`config.mk`:
```
export PLATFORM = sky130hd
export DESIGN_NAME = standard_timer_counters
export DESIGN_NICKNAME = d
export VERILOG_FILES = /design/src/hw/timer_counter_pkg.sv /design/src/hw/standard_timer_counters.sv
export SDC_FILE = /design/constraint.sdc
export NUM_CORES = 1
export LEC_CHECK = 0
export ABC_CLOCK_PERIOD_IN_PS = 2450
export BUFFER_PORTS_ARGS = -buffer_cell sky130_fd_sc_hd__clkbuf_2
export CAP_MARGIN = 20
export CORE_MARGIN = 2
export CORE_UTILIZATION = 30
export DETAILED_ROUTE_END_ITERATION = 6
export SLEW_MARGIN = 15
export SYNTH_ARGS = -nofsm -noshare
export SYNTH_HDL_FRONTEND = slang
export SYNTH_SLANG_ARGS = --single-unit
```
`constraint.sdc`:
```
create_clock -name hclk -period 2.45 [get_ports hclk]
set_input_delay 0.245 -clock hclk [delete_from_list [all_inputs] [get_ports hclk]]
set_output_delay 0.245 -clock hclk [all_outputs]
set_load 0.02 [all_outputs]
```
`src/hw/timer_counter_pkg.sv`:
```
// Constants, layouts and types for the standard timer/counter block.
// Assumes hclk is the oscillator clock and all pins are synchronous to it.
package timer_counter_pkg;

	// Oscillator periods per timer tick and per count-pin sample
	localparam logic [3:0] tick_div = 4'hc;

	// Register indices; byte address is four times the index
	localparam logic [7:0] idx_timer_control       = 8'h88;
	localparam logic [7:0] idx_timer_mode_register = 8'h89;
	localparam logic [7:0] idx_timer0_count_low    = 8'h8a;
	localparam logic [7:0] idx_timer1_count_low    = 8'h8b;
	localparam logic [7:0] idx_timer0_count_high   = 8'h8c;
	localparam logic [7:0] idx_timer1_count_high   = 8'h8d;
	localparam logic [7:0] idx_timer2_setup        = 8'hc8;
	localparam logic [7:0] idx_timer2_capture_low  = 8'hca;
	localparam logic [7:0] idx_timer2_capture_high = 8'hcb;
	localparam logic [7:0] idx_timer2_count_low    = 8'hcc;
	localparam logic [7:0] idx_timer2_count_high   = 8'hcd;
	localparam logic [7:0] idx_irq_status          = 8'hf0;
	localparam logic [7:0] idx_irq_mask            = 8'hf1;

	// Field positions in timer_control
	localparam int timer1_overflow_flag_bit  = 7;
	localparam int timer1_run_bit            = 6;
	localparam int timer0_overflow_flag_bit  = 5;
	localparam int timer0_run_bit            = 4;
	localparam int ext_int1_flag_bit         = 3;
	localparam int ext_int1_trigger_type_bit = 2;
	localparam int ext_int0_flag_bit         = 1;
	localparam int ext_int0_trigger_type_bit = 0;

	// Field positions in timer2_setup
	localparam int timer2_overflow_flag_bit = 7;
	localparam int timer2_counter_fn_bit    = 1;
	localparam int timer2_run_bit           = 0;

	// Event order in service_ack and irq_status
	localparam int ev_ext_int0 = 0;
	localparam int ev_timer0   = 1;
	localparam int ev_ext_int1 = 2;
	localparam int ev_timer1   = 3;
	localparam int ev_timer2   = 4;

	// Reset values
	localparam logic [7:0] timer_control_reset = 8'h00;
	localparam logic [7:0] timer_mode_reset    = 8'h00;
	localparam logic [7:0] count_reset         = 8'h00;
	localparam logic [4:0] irq_reset           = 5'h00;

	// Timer mode field codes
	localparam logic [1:0] mode_13bit  = 2'h0;
	localparam logic [1:0] mode_16bit  = 2'h1;
	localparam logic [1:0] mode_reload = 2'h2;
	localparam logic [1:0] mode_split  = 2'h3;

	typedef struct packed {
		logic [7:0] hi;
		logic [7:0] lo;
	} count_s;

	typedef struct packed {
		logic   ovf;
		count_s cnt;
	} step_s;

	typedef struct packed {
		logic       gate;
		logic       counter_fn;
		logic [1:0] mode;
	} mode_s;

	typedef enum logic [1:0] {
		bus_idle = 2'b01,
		bus_read = 2'b10
	} bus_state_e;

endpackage : timer_counter_pkg

```
`src/hw/standard_timer_counters.sv`:
```
// Three 16-bit timer/counters with shared control, as an AHB-Lite slave.
// Assumes hclk is the oscillator clock; count and interrupt pins are
// synchronous to hclk; service_ack pulses when firmware services a source.
//
// How it works
// Three 16-bit timer/counters, timer or counter
// Timer function counts once per twelve periods
// Tick comes from oscillator, no core effects
// Counter function counts falling edges of own pin
// Sample every tick; count one tick after fall
// Source holds each level one sample period
// Divided core clock needs longer pin levels
// Timer 1 overflow sets bit 7, service clears
// Timer 0 overflow sets bit 5, service clears
// Bit 6 runs timer 1
// Bit 4 runs timer 0
// Int pin 1 active sets bit 3, service clears
// Int pin 0 active sets bit 1, service clears
// Bit 2 picks edge or level for pin 1
// Bit 0 picks edge or level for pin 0
// Mode field: 13-bit, 16-bit, reload, stop/split
// Gate bit makes interrupt pin high also required
// Reload mode reloads low byte from high byte
// One divide-by-twelve tick for counts and samples
//
// Chosen here: the AHB-Lite register port.
module standard_timer_counters
	import timer_counter_pkg::*;
(
	input  wire logic        hclk,
	input  wire logic        hresetn,
	input  wire logic        hsel,
	input  wire logic [31:0] haddr,
	input  wire logic [1:0]  htrans,
	input  wire logic        hwrite,
	input  wire logic [2:0]  hsize,
	input  wire logic [31:0] hwdata,
	input  wire logic        hready,
	output logic             hreadyout,
	output logic             hresp,
	output logic [31:0]      hrdata,
	input  wire logic        timer0_count_pin,
	input  wire logic        timer1_count_pin,
	input  wire logic        timer2_count_pin,
	input  wire logic        external_interrupt_pin_0,
	input  wire logic        external_interrupt_pin_1,
	input  wire logic [4:0]  service_ack,
	output logic [4:0]       int_request,
	output logic             irq
);

	////////////////////////////////////////////////////////////////////////
	// One increment step of a timer in the given mode
	function automatic step_s timer_step(
		input logic [1:0] mode,
		input count_s     cur,
		input logic       inc
	);
		step_s r;
		logic [5:0] lo5;
		logic [8:0] hi9;
		logic [16:0] w17;
		r = {1'b0, cur};
		lo5 = {1'b0, cur.lo[4:0]} + 6'h01;
		hi9 = {1'b0, cur.hi} + 9'h001;
		w17 = {1'b0, cur} + 17'h0_0001;
		if (inc) begin
			case (mode)
				mode_13bit: begin
					r.cnt.lo[4:0] = lo5[4:0];
					if (lo5[5]) begin
						r.cnt.hi = hi9[7:0];
						r.ovf    = hi9[8];
					end
				end
				mode_16bit: begin
					r.cnt = w17[15:0];
					r.ovf = w17[16];
				end
				mode_reload: begin
					if (cur.lo == 8'hff) begin
						r.cnt.lo = cur.hi;
						r.ovf    = 1'b1;
					end else begin
						r.cnt.lo = cur.lo + 8'h01;
					end
				end
				mode_split: begin
					r.cnt.lo = cur.lo + 8'h01;
					r.ovf    = (cur.lo == 8'hff);
				end
				default: begin
					r = {1'b0, cur};
				end
			endcase
		end
		return r;
	endfunction : timer_step

	////////////////////////////////////////////////////////////////////////
	// Registers
	logic [7:0]  timer_control;
	mode_s       mode0;
	mode_s       mode1;
	count_s      count0;
	count_s      count1;
	count_s      count2;
	count_s      capture2;
	logic        timer2_run;
	logic        timer2_counter_fn;
	logic        timer2_overflow_flag;
	logic [4:0]  irq_status;
	logic [4:0]  irq_mask;

	logic [3:0]  tick_cnt;
	logic        tick;
	logic [2:0]  sample_now;
	logic [2:0]  sample_prev;
	logic        ext0_prev;
	logic        ext1_prev;

	bus_state_e  bus_state;
	logic        wr_pending;
	logic [7:0]  wr_idx;
	logic [7:0]  rd_idx;
	logic [7:0]  rd_value;

	////////////////////////////////////////////////////////////////////////
	// Tick prescaler, fed from hclk only so core stalls cannot slow it
	always_ff @(posedge hclk or negedge hresetn) begin
		if (!hresetn) begin
			tick_cnt <= 4'h0;
			tick     <= 1'b0;
		end else begin
			if (tick_cnt == tick_div - 4'h1) begin
				tick_cnt <= 4'h0;
				tick     <= 1'b1;
			end else begin
				tick_cnt <= tick_cnt + 4'h1;
				tick     <= 1'b0;
			end
		end
	end

	// Count pins sampled once per tick; pulse lasts too short is missed
	always_ff @(posedge hclk or negedge hresetn) begin
		if (!hresetn) begin
			sample_now  <= 3'h0;
			sample_prev <= 3'h0;
		end else if (tick) begin
			sample_now  <= {timer2_count_pin, timer1_count_pin,
				timer0_count_pin};
			sample_prev <= sample_now;
		end
	end

	////////////////////////////////////////////////////////////////////////
	// Count enables
	logic [2:0] pin_inc;
	logic       run0;
	logic       run1;
	logic       en0;
	logic       en1;
	logic       inc0;
	logic       inc1;
	logic       inc2;
	logic       t0_split;
	logic       th0_inc;
	logic [8:0] th0_next;
	step_s      step0;
	step_s      step1;
	step_s      step2;

	// Fall seen across two samples counts on the following tick
	assign pin_inc = {3{tick}} & sample_prev & ~sample_now;
	assign run0    = timer_control[timer0_run_bit];
	assign run1    = timer_control[timer1_run_bit];
	assign en0     = run0 & (~mode0.gate | external_interrupt_pin_0);
	assign en1     = run1 & (~mode1.gate | external_interrupt_pin_1);
	assign inc0    = en0 & (mode0.counter_fn ? pin_inc[0] : tick);
	assign inc1    = en1 & (mode1.mode != mode_split)
		& (mode1.counter_fn ? pin_inc[1] : tick);
	assign inc2    = timer2_run
		& (timer2_counter_fn ? pin_inc[2] : tick);
	assign t0_split = (mode0.mode == mode_split);
	// In split mode the high byte of timer 0 borrows timer 1 run and flag
	assign th0_inc  = t0_split & run1 & tick;
	assign th0_next = {1'b0, count0.hi} + 9'h001;
	assign step0    = timer_step(mode0.mode, count0, inc0);
	assign step1    = timer_step(mode1.mode, count1, inc1);
	assign step2    = timer_step(mode_16bit, count2, inc2);

	////////////////////////////////////////////////////////////////////////
	// Software writes, taken in the data phase
	function automatic logic wr_hit(
		input logic       pend,
		input logic [7:0] idx,
		input logic [7:0] target
	);
		return pend & (idx == target);
	endfunction : wr_hit

	logic [7:0] wd;
	assign wd = hwdata[7:0];

	// Software write wins over a count step in the same cycle
	always_ff @(posedge hclk or negedge hresetn) begin
		if (!hresetn) begin
			count0 <= {count_reset, count_reset};
			count1 <= {count_reset, count_reset};
			count2 <= {count_reset, count_reset};
		end else begin
			count0.lo <= wr_hit(wr_pending, wr_idx, idx_timer0_count_low)
				? wd : step0.cnt.lo;
			if (wr_hit(wr_pending, wr_idx, idx_timer0_count_high)) begin
				count0.hi <= wd;
			end else if (th0_inc) begin
				count0.hi <= th0_next[7:0];
			end else if (!t0_split) begin
				count0.hi <= step0.cnt.hi;
			end
			count1.lo <= wr_hit(wr_pending, wr_idx, idx_timer1_count_low)
				? wd : step1.cnt.lo;
			count1.hi <= wr_hit(wr_pending, wr_idx, idx_timer1_count_high)
				? wd : step1.cnt.hi;
			count2.lo <= wr_hit(wr_pending, wr_idx, idx_timer2_count_low)
				? wd : (step2.ovf ? capture2.lo : step2.cnt.lo);
			count2.hi <= wr_hit(wr_pending, wr_idx, idx_timer2_count_high)
				? wd : (step2.ovf ? capture2.hi : step2.cnt.hi);
		end
	end

	// Configuration registers
	always_ff @(posedge hclk or negedge hresetn) begin
		if (!hresetn) begin
			mode0             <= timer_mode_reset[3:0];
			mode1             <= timer_mode_reset[7:4];
			capture2          <= {count_reset, count_reset};
			timer2_run        <= 1'b0;
			timer2_counter_fn <= 1'b0;
			irq_mask          <= irq_reset;
		end else begin
			if (wr_hit(wr_pending, wr_idx, idx_timer_mode_register)) begin
				mode0 <= wd[3:0];
				mode1 <= wd[7:4];
			end
			if (wr_hit(wr_pending, wr_idx, idx_timer2_capture_low)) begin
				capture2.lo <= wd;
			end
			if (wr_hit(wr_pending, wr_idx, idx_timer2_capture_high)) begin
				capture2.hi <= wd;
			end
			if (wr_hit(wr_pending, wr_idx, idx_timer2_setup)) begin
				timer2_run        <= wd[timer2_run_bit];
				timer2_counter_fn <= wd[timer2_counter_fn_bit];
			end
			if (wr_hit(wr_pending, wr_idx, idx_irq_mask)) begin
				irq_mask <= wd[4:0];
			end
		end
	end

	////////////////////////////////////////////////////////////////////////
	// Flags: hardware set wins over a service clear in the same cycle
	logic [4:0] ev;
	logic       ext0_active;
	logic       ext1_active;

	assign ext0_active = timer_control[ext_int0_trigger_type_bit]
		? (ext0_prev & ~external_interrupt_pin_0)
		: ~external_interrupt_pin_0;
	assign ext1_active = timer_control[ext_int1_trigger_type_bit]
		? (ext1_prev & ~external_interrupt_pin_1)
		: ~external_interrupt_pin_1;
	assign ev[ev_ext_int0] = ext0_active;
	assign ev[ev_timer0]   = step0.ovf;
	assign ev[ev_ext_int1] = ext1_active;
	assign ev[ev_timer1]   = t0_split ? (th0_inc & th0_next[8]) : step1.ovf;
	assign ev[ev_timer2]   = step2.ovf;

	always_ff @(posedge hclk or negedge hresetn) begin
		if (!hresetn) begin
			ext0_prev <= 1'b1;
			ext1_prev <= 1'b1;
		end else begin
			ext0_prev <= external_interrupt_pin_0;
			ext1_prev <= external_interrupt_pin_1;
		end
	end

	function automatic logic flag_next(
		input logic cur,
		input logic set,
		input logic clr
	);
		return set | (cur & ~clr);
	endfunction : flag_next

	always_ff @(posedge hclk or negedge hresetn) begin
		if (!hresetn) begin
			timer_control        <= timer_control_reset;
			timer2_overflow_flag <= 1'b0;
		end else begin
			timer_control[timer1_overflow_flag_bit] <= flag_next(
				timer_control[timer1_overflow_flag_bit],
				ev[ev_timer1], service_ack[ev_timer1]);
			timer_control[timer0_overflow_flag_bit] <= flag_next(
				timer_control[timer0_overflow_flag_bit],
				ev[ev_timer0], service_ack[ev_timer0]);
			timer_control[ext_int1_flag_bit] <= flag_next(
				timer_control[ext_int1_flag_bit],
				ev[ev_ext_int1], service_ack[ev_ext_int1]);
			timer_control[ext_int0_flag_bit] <= flag_next(
				timer_control[ext_int0_flag_bit],
				ev[ev_ext_int0], service_ack[ev_ext_int0]);
			timer2_overflow_flag <= flag_next(timer2_overflow_flag,
				ev[ev_timer2], service_ack[ev_timer2]);
			if (wr_hit(wr_pending, wr_idx, idx_timer_control)) begin
				timer_control[timer1_run_bit]  <= wd[timer1_run_bit];
				timer_control[timer0_run_bit]  <= wd[timer0_run_bit];
				timer_control[ext_int1_trigger_type_bit] <=
					wd[ext_int1_trigger_type_bit];
				timer_control[ext_int0_trigger_type_bit] <=
					wd[ext_int0_trigger_type_bit];
			end
		end
	end

	// Sticky status, write one to clear; new event beats the clear
	logic [4:0] w1c;
	assign w1c = wr_hit(wr_pending, wr_idx, idx_irq_status)
		? wd[4:0] : 5'h00;

	always_ff @(posedge hclk or negedge hresetn) begin
		if (!hresetn) begin
			irq_status  <= irq_reset;
			irq         <= 1'b0;
			int_request <= irq_reset;
		end else begin
			irq_status  <= ev | (irq_status & ~w1c);
			irq         <= |(irq_status & irq_mask);
			int_request <= {timer2_overflow_flag,
				timer_control[timer1_overflow_flag_bit],
				timer_control[ext_int1_flag_bit],
				timer_control[timer0_overflow_flag_bit],
				timer_control[ext_int0_flag_bit]};
		end
	end

	////////////////////////////////////////////////////////////////////////
	// Read mux; unmapped indices read zero
	always_comb begin
		case (rd_idx)
			idx_timer_control:       rd_value = timer_control;
			idx_timer_mode_register: rd_value = {mode1, mode0};
			idx_timer0_count_low:    rd_value = count0.lo;
			idx_timer1_count_low:    rd_value = count1.lo;
			idx_timer0_count_high:   rd_value = count0.hi;
			idx_timer1_count_high:   rd_value = count1.hi;
			idx_timer2_setup:        rd_value = {timer2_overflow_flag,
				5'h00, timer2_counter_fn, timer2_run};
			idx_timer2_capture_low:  rd_value = capture2.lo;
			idx_timer2_capture_high: rd_value = capture2.hi;
			idx_timer2_count_low:    rd_value = count2.lo;
			idx_timer2_count_high:   rd_value = count2.hi;
			idx_irq_status:          rd_value = {3'h0, irq_status};
			idx_irq_mask:            rd_value = {3'h0, irq_mask};
			default:                 rd_value = 8'h00;
		endcase
	end

	// AHB-Lite: writes zero wait; reads one wait so the data is registered
	// after any write ahead of them has landed
	logic       take;
	logic [7:0] a_idx;
	assign take  = hsel & htrans[1] & hready;
	assign a_idx = haddr[9:2];

	always_ff @(posedge hclk or negedge hresetn) begin
		if (!hresetn) begin
			bus_state  <= bus_idle;
			hreadyout  <= 1'b1;
			hresp      <= 1'b0;
			hrdata     <= 32'h0000_0000;
			wr_pending <= 1'b0;
			wr_idx     <= 8'h00;
			rd_idx     <= 8'h00;
		end else begin
			hresp <= 1'b0;
			case (bus_state)
				bus_idle: begin
					wr_pending <= take & hwrite & (haddr[31:10] == 22'h0);
					wr_idx     <= a_idx;
					if (take && !hwrite) begin
						rd_idx    <= (haddr[31:10] == 22'h0) ? a_idx : 8'h00;
						hreadyout <= 1'b0;
						bus_state <= bus_read;
					end
				end
				bus_read: begin
					wr_pending <= 1'b0;
					hrdata     <= {24'h00_0000, rd_value};
					hreadyout  <= 1'b1;
					bus_state  <= bus_idle;
				end
				default: begin
					wr_pending <= 1'b0;
					hreadyout  <= 1'b1;
					bus_state  <= bus_idle;
				end
			endcase
		end
	end

endmodule : standard_timer_counters

```
Yosys cells after proc, flatten, opt, wreduce, memory -nomap -nowiden. Cells that the tools add are included.

Output and inout bits: 40. Logic and storage cells: 209. Flip-flop bits (word level): 140. Input port bits: 84.

Reductions and logical operators: 21. Equal/unequal tests: 42. Mux-type cells: 43. Add/sub/neg operators: 10. Bitwise operators: 56.

Operators with widths (number): $eq 8x8->1 const B (28); $mux 8 (13); $pmux 8 s13 (1); $add 16x1->17 const B (3); $mux 17 (3); $pmux 5 s4 (2); $and 1x1->1 (33); $pmux 8 s2 (2); $logic_not 22->1 (1); $add 8x1->9 const B (2); $mux 9 (2); $pmux 3 s3 (2); $add 8x1->8 const B (2); $add 5x1->6 const B (2); $mux 1 (12); $reduce_bool 3->1 (4); $reduce_bool 4->1 (3); $and 5x5->5 (2); $eq 2x2->1 const B (5); $not 1->1 (9); $pmux 1 s4 (2); $or 1x1->1 (7); $and 3x3->3 (2); $eq 2x1->1 const B (3); 20 further kinds (27).

Longest topological paths before layout.
Depth after elaboration: 8. Mapped depth: 9. Mapped depth without buffers: 7.

Worst setup path before layout. Ideal clock, no wire load.

Kind: flip-flop to flip-flop. Start point: register bus_state[0]. End point: register rd_idx[6]. Library setup time: 0.083 ns. Arrival: 1.846 ns. Required time: 2.367 ns. Buffers on the path: 3. Setup slack: 0.521 ns. Stages on the path, launching flop included: 10. Cell sequence: dfstp_2 > nor2b_1 > buf_2 > nand4_1 > or2_2 > clkbuf_1 > inv_1 > buf_2 > nand3_1 > o21ai_0.

Word-level cells in the longest chain between the ends: 2.

Ends and longest elaborated chain: start, declared (RTL line standard_timer_counters.sv:122) `bus_state_e bus_state;`; start signal, assigned (RTL line standard_timer_counters.sv:381) `bus_state <= bus_idle;`; start signal, assigned (RTL line standard_timer_counters.sv:397) `bus_state <= bus_read;`; start signal, assigned (RTL line standard_timer_counters.sv:404) `bus_state <= bus_idle;`; $eq 2x1->1 (RTL line standard_timer_counters.sv:390) `case (bus_state)`; $reduce_and 2->1 (no line); end signal, assigned (RTL line standard_timer_counters.sv:395) `rd_idx <= (haddr[31:10] == 22'h0) ? a_idx : 8'h00;`; end, declared (RTL line standard_timer_counters.sv:125) `logic [7:0] rd_idx;`.

No other way between the ends. A chain may end at the register's enable or synchronous reset.

Worst setup path after layout.
Start point: register rd_idx[1]. End point: register hrdata[2].

Word-level cells in the longest chain between the ends: 2.

Ends and longest elaborated chain: $eq 8x8->1 (RTL line standard_timer_counters.sv:353) `case (rd_idx)`; $pmux 8 s13 * (RTL line standard_timer_counters.sv:353); end signal, assigned (RTL line standard_timer_counters.sv:402) `hrdata <= {24'h00_0000, rd_value};`; end, declared (RTL line standard_timer_counters.sv:41) `output logic [31:0] hrdata,`.

Mark *: on every way between the ends. The rest lies on a longest branch, timed or not.

==> flow_metrics.tcl <==
set metrics [dict create \
    layout_setup_ws_ps 79.2 \
    syn2layout_area_growth_pct 17.8 \
    avgViaCountPerCell 5.69 \
    slew_violations 0 \
    place_area_um2 9790 \
    crit_family "compound AO/OA/AOI/OAI gates" \
    antenna_found_initial 0 \
    clk_pin_slew_ps 70 \
    fp.dieH_um 176 \
    syn_area_um2 8880 \
    gr-total-overflow 0 \
    drt_pass1_iterations 7 \
    start_kind "register" \
    die_x_um 176 \
    cts_num_sinks 139 \
    pwr_density_cell_nw_per_um2 534 \
    min_period_over_period 0.968 \
    cts_tree "built" \
    numCtsBuffers 17 \
    required_ps 2720 \
    holdPathStages 2 \
    htreeDepth 4 \
    synth.ff_latch_count 139 \
    crit_chain "buf_4 > and4b_1 > a222oi_1 > a21oi_1 > a311oi_1 > o221ai_1" \
    layout_min_cycle_time_ps 2370 \
    layout_common_cells "dfrtp_1 (136), nand2_1 (107), clkbuf_2 (67), o21ai_0 (59), buf_4 (53)" \
    routed_wl_mm 29.9 \
    hp-start "service_ack[2]" \
    finalSetupViolCount 0 \
    pin_count 124 \
    ant_nets 0 \
    min-delay-path-class "primary input to register" \
    synth-edff-count 0 \
    cp_num_buf_inv 1 \
    hold_viol 0 \
    rsz0062_at_grt "false" \
    port_buffers 68 \
    yosysWarnings 0 \
    ys.flop_type "dfrtp_1" \
    critPathCaptureType "register" \
    relSlewSlack 0.438 \
    floorplan.initialDensity 0.307 \
    synthDistinctLibCells 91 \
    synthesis.instances 973 \
    diodes 0 \
    vias 8293 \
    grt_max_degree 55 \
    setup_tns_ps 0 \
    r2r_end "hrdata[2]" \
    synth_seq_area_share 0.392 \
    clkLatencyLatePin_ps 430 \
    p_leak_uw 0.00430 \
    cpPeakStageDelay_ps 620 \
    drive_gt1_frac 0.219 \
    critPathSlowestCell "dfrtp_1" \
    first_iter_violations 914 \
    r2r_start "rd_idx[1]" \
    design_area_um2 10500 \
    fin_nets 1154 \
    hpwlAfterDp_mm 22.3 \
    fp.coreArea_um2 28900 \
    row_count 62 \
    syn_avg_cell_area_um2 9.12 \
    place_ws_ps 199 \
    status "finished, final reports clean" \
    cts_buffer_depth 2 \
    cts-root-buf "clkbuf_16" \
    peakVddDrop_mv 0.446 \
    path_class "register to register" \
    grt_pass1_vias 7842 \
    wl_per_cell_um 20.5 \
    track_usage 0.195 \
    drv_cap 0 \
    die_area_um2 31000 \
    min_to "timer_control[3]" \
    max_freq_mhz 422 \
    whs_ps 26.5 \
    final_common_cell "dfrtp_1" \
    worst_pin_slew_ps 836 \
    grt_pass1_wl_mm 46.4 \
    finClkSkew_ps 12.7 \
    async_reset_ff_frac 1.00 \
    drc_errors 0 \
    nFillCells 2946 \
    r2r_setup_slack_ps 80 \
    place_congestion 0.915 \
    cp_data_arrival_time_ps 2640 \
    critPathMaxFanout 11 \
    ff2ff_path_depth 6 \
    cts.repair.resized 0 \
]
[metrics by stage]
step,total power (µW),util,cells
global route,5760,0.362,1457
CTS,5630,0.362,1457
finish,5590,0.362,1457
floorplan,2700,-,997
detailed placement,2890,0.338,1419
global placement,2880,0.338,1419
[repair_timing]
item                                    CTS  global route
hold buffers                              6             0
endpoints found under the hold margin    57             0
buffers inserted                          0             0
endpoints found under the setup margin    0             0
[flip-flops by register name (all words and copies together), names as in the netlist, 2 cells and up]
name	flops
hrdata	8
count1	16
irq_status	5
count2	16
mode0	4
int_request	5
sample_now	3
count0	16
rd_idx	8
sample_prev	3
timer_control	8
wr_idx	8
bus_state	2
capture2	16
irq_mask	5
mode1	4
tick_cnt	4
[where the power goes]
part	internal [µW]	switching [µW]
Sequential	2350	95.1
Clock	1620	1100
Combinational	150	260
[cells in the mapped netlist, types with 10 or more instances]
library cell  instances  area share
a211oi_1             11      0.0093
a21oi_1              37       0.021
a22oi_1              11      0.0093
a31oi_1              20       0.014
and2_1               11      0.0078
and3_1               17       0.012
buf_2                10      0.0056
buf_4                27       0.023
clkbuf_1             40       0.017
dfrtp_1             136        0.38
ha_1                 10       0.014
inv_1                28       0.012
mux2_2               52       0.066
mux2i_1              13       0.015
nand2_1             107       0.045
nand3_1              46       0.026
nand4_1              17       0.012
nor2_1               49       0.021
nor2b_1              14      0.0099
nor3_1               22       0.012
nor4_1               18       0.013
o21ai_0              59       0.033
o22ai_1              13      0.0092
o31ai_1              12       0.010
xnor2_1              11       0.011
xor2_1               10      0.0099
[metal layers]
metal	wire length, µm	part of all wire	global-route usage
met3	2330	0.078	0.0325
met4	869	0.029	0.0661
met5	0	0	0
met1	13300	0.45	0.274
met2	13400	0.45	0.305
[worst max-delay path by stage]
stage                             from        end  slack (ps)  cells after the start
after global routing         rd_idx[1]  hrdata[2]          20                      6
after floorplan           bus_state[0]  rd_idx[6]         520                      9
after detailed placement     rd_idx[2]  hrdata[2]         200                      5
after global placement       rd_idx[1]  hrdata[2]         260                      6
final                        rd_idx[1]  hrdata[2]          80                      6
after CTS                    rd_idx[2]  hrdata[2]         190                      5
[cells by family (layout without fill, tap and decap cells)]
group,count (synthesis),after routing,share of synthesized area
AND/OR/NAND/NOR,368,368,0.226
other,1,25,0.000422
multiplexers,65,65,0.0806
flip-flops,139,139,0.392
buffers and inverters,113,189,0.0624
XOR/XNOR,21,21,0.0207
AO/OA/AOI/OAI,256,256,0.203
adder cells (fa/ha/maj),10,10,0.0141
[cell type report]
class / count / area, µm² / share of cell area
inverters: 28 / 105 / 0.0100
clock inverters: 14 / 183 / 0.0175
multi-input cells: 745 / 4940 / 0.472
repair buffers: 129 / 845 / 0.0807
well taps: 384 / 480 / 0.0459
clock buffers: 18 / 429 / 0.0410
flip-flops and latches: 139 / 3480 / 0.333
[worst reg2reg max path, cell delays in order, from the launching register on]
cell	delay, ps
dfrtp_1	620
buf_4	220
and4b_1	310
a222oi_1	410
a21oi_1	130
a311oi_1	330
o221ai_1	190
No activity file was read; power rests on OpenSTA's default activity.
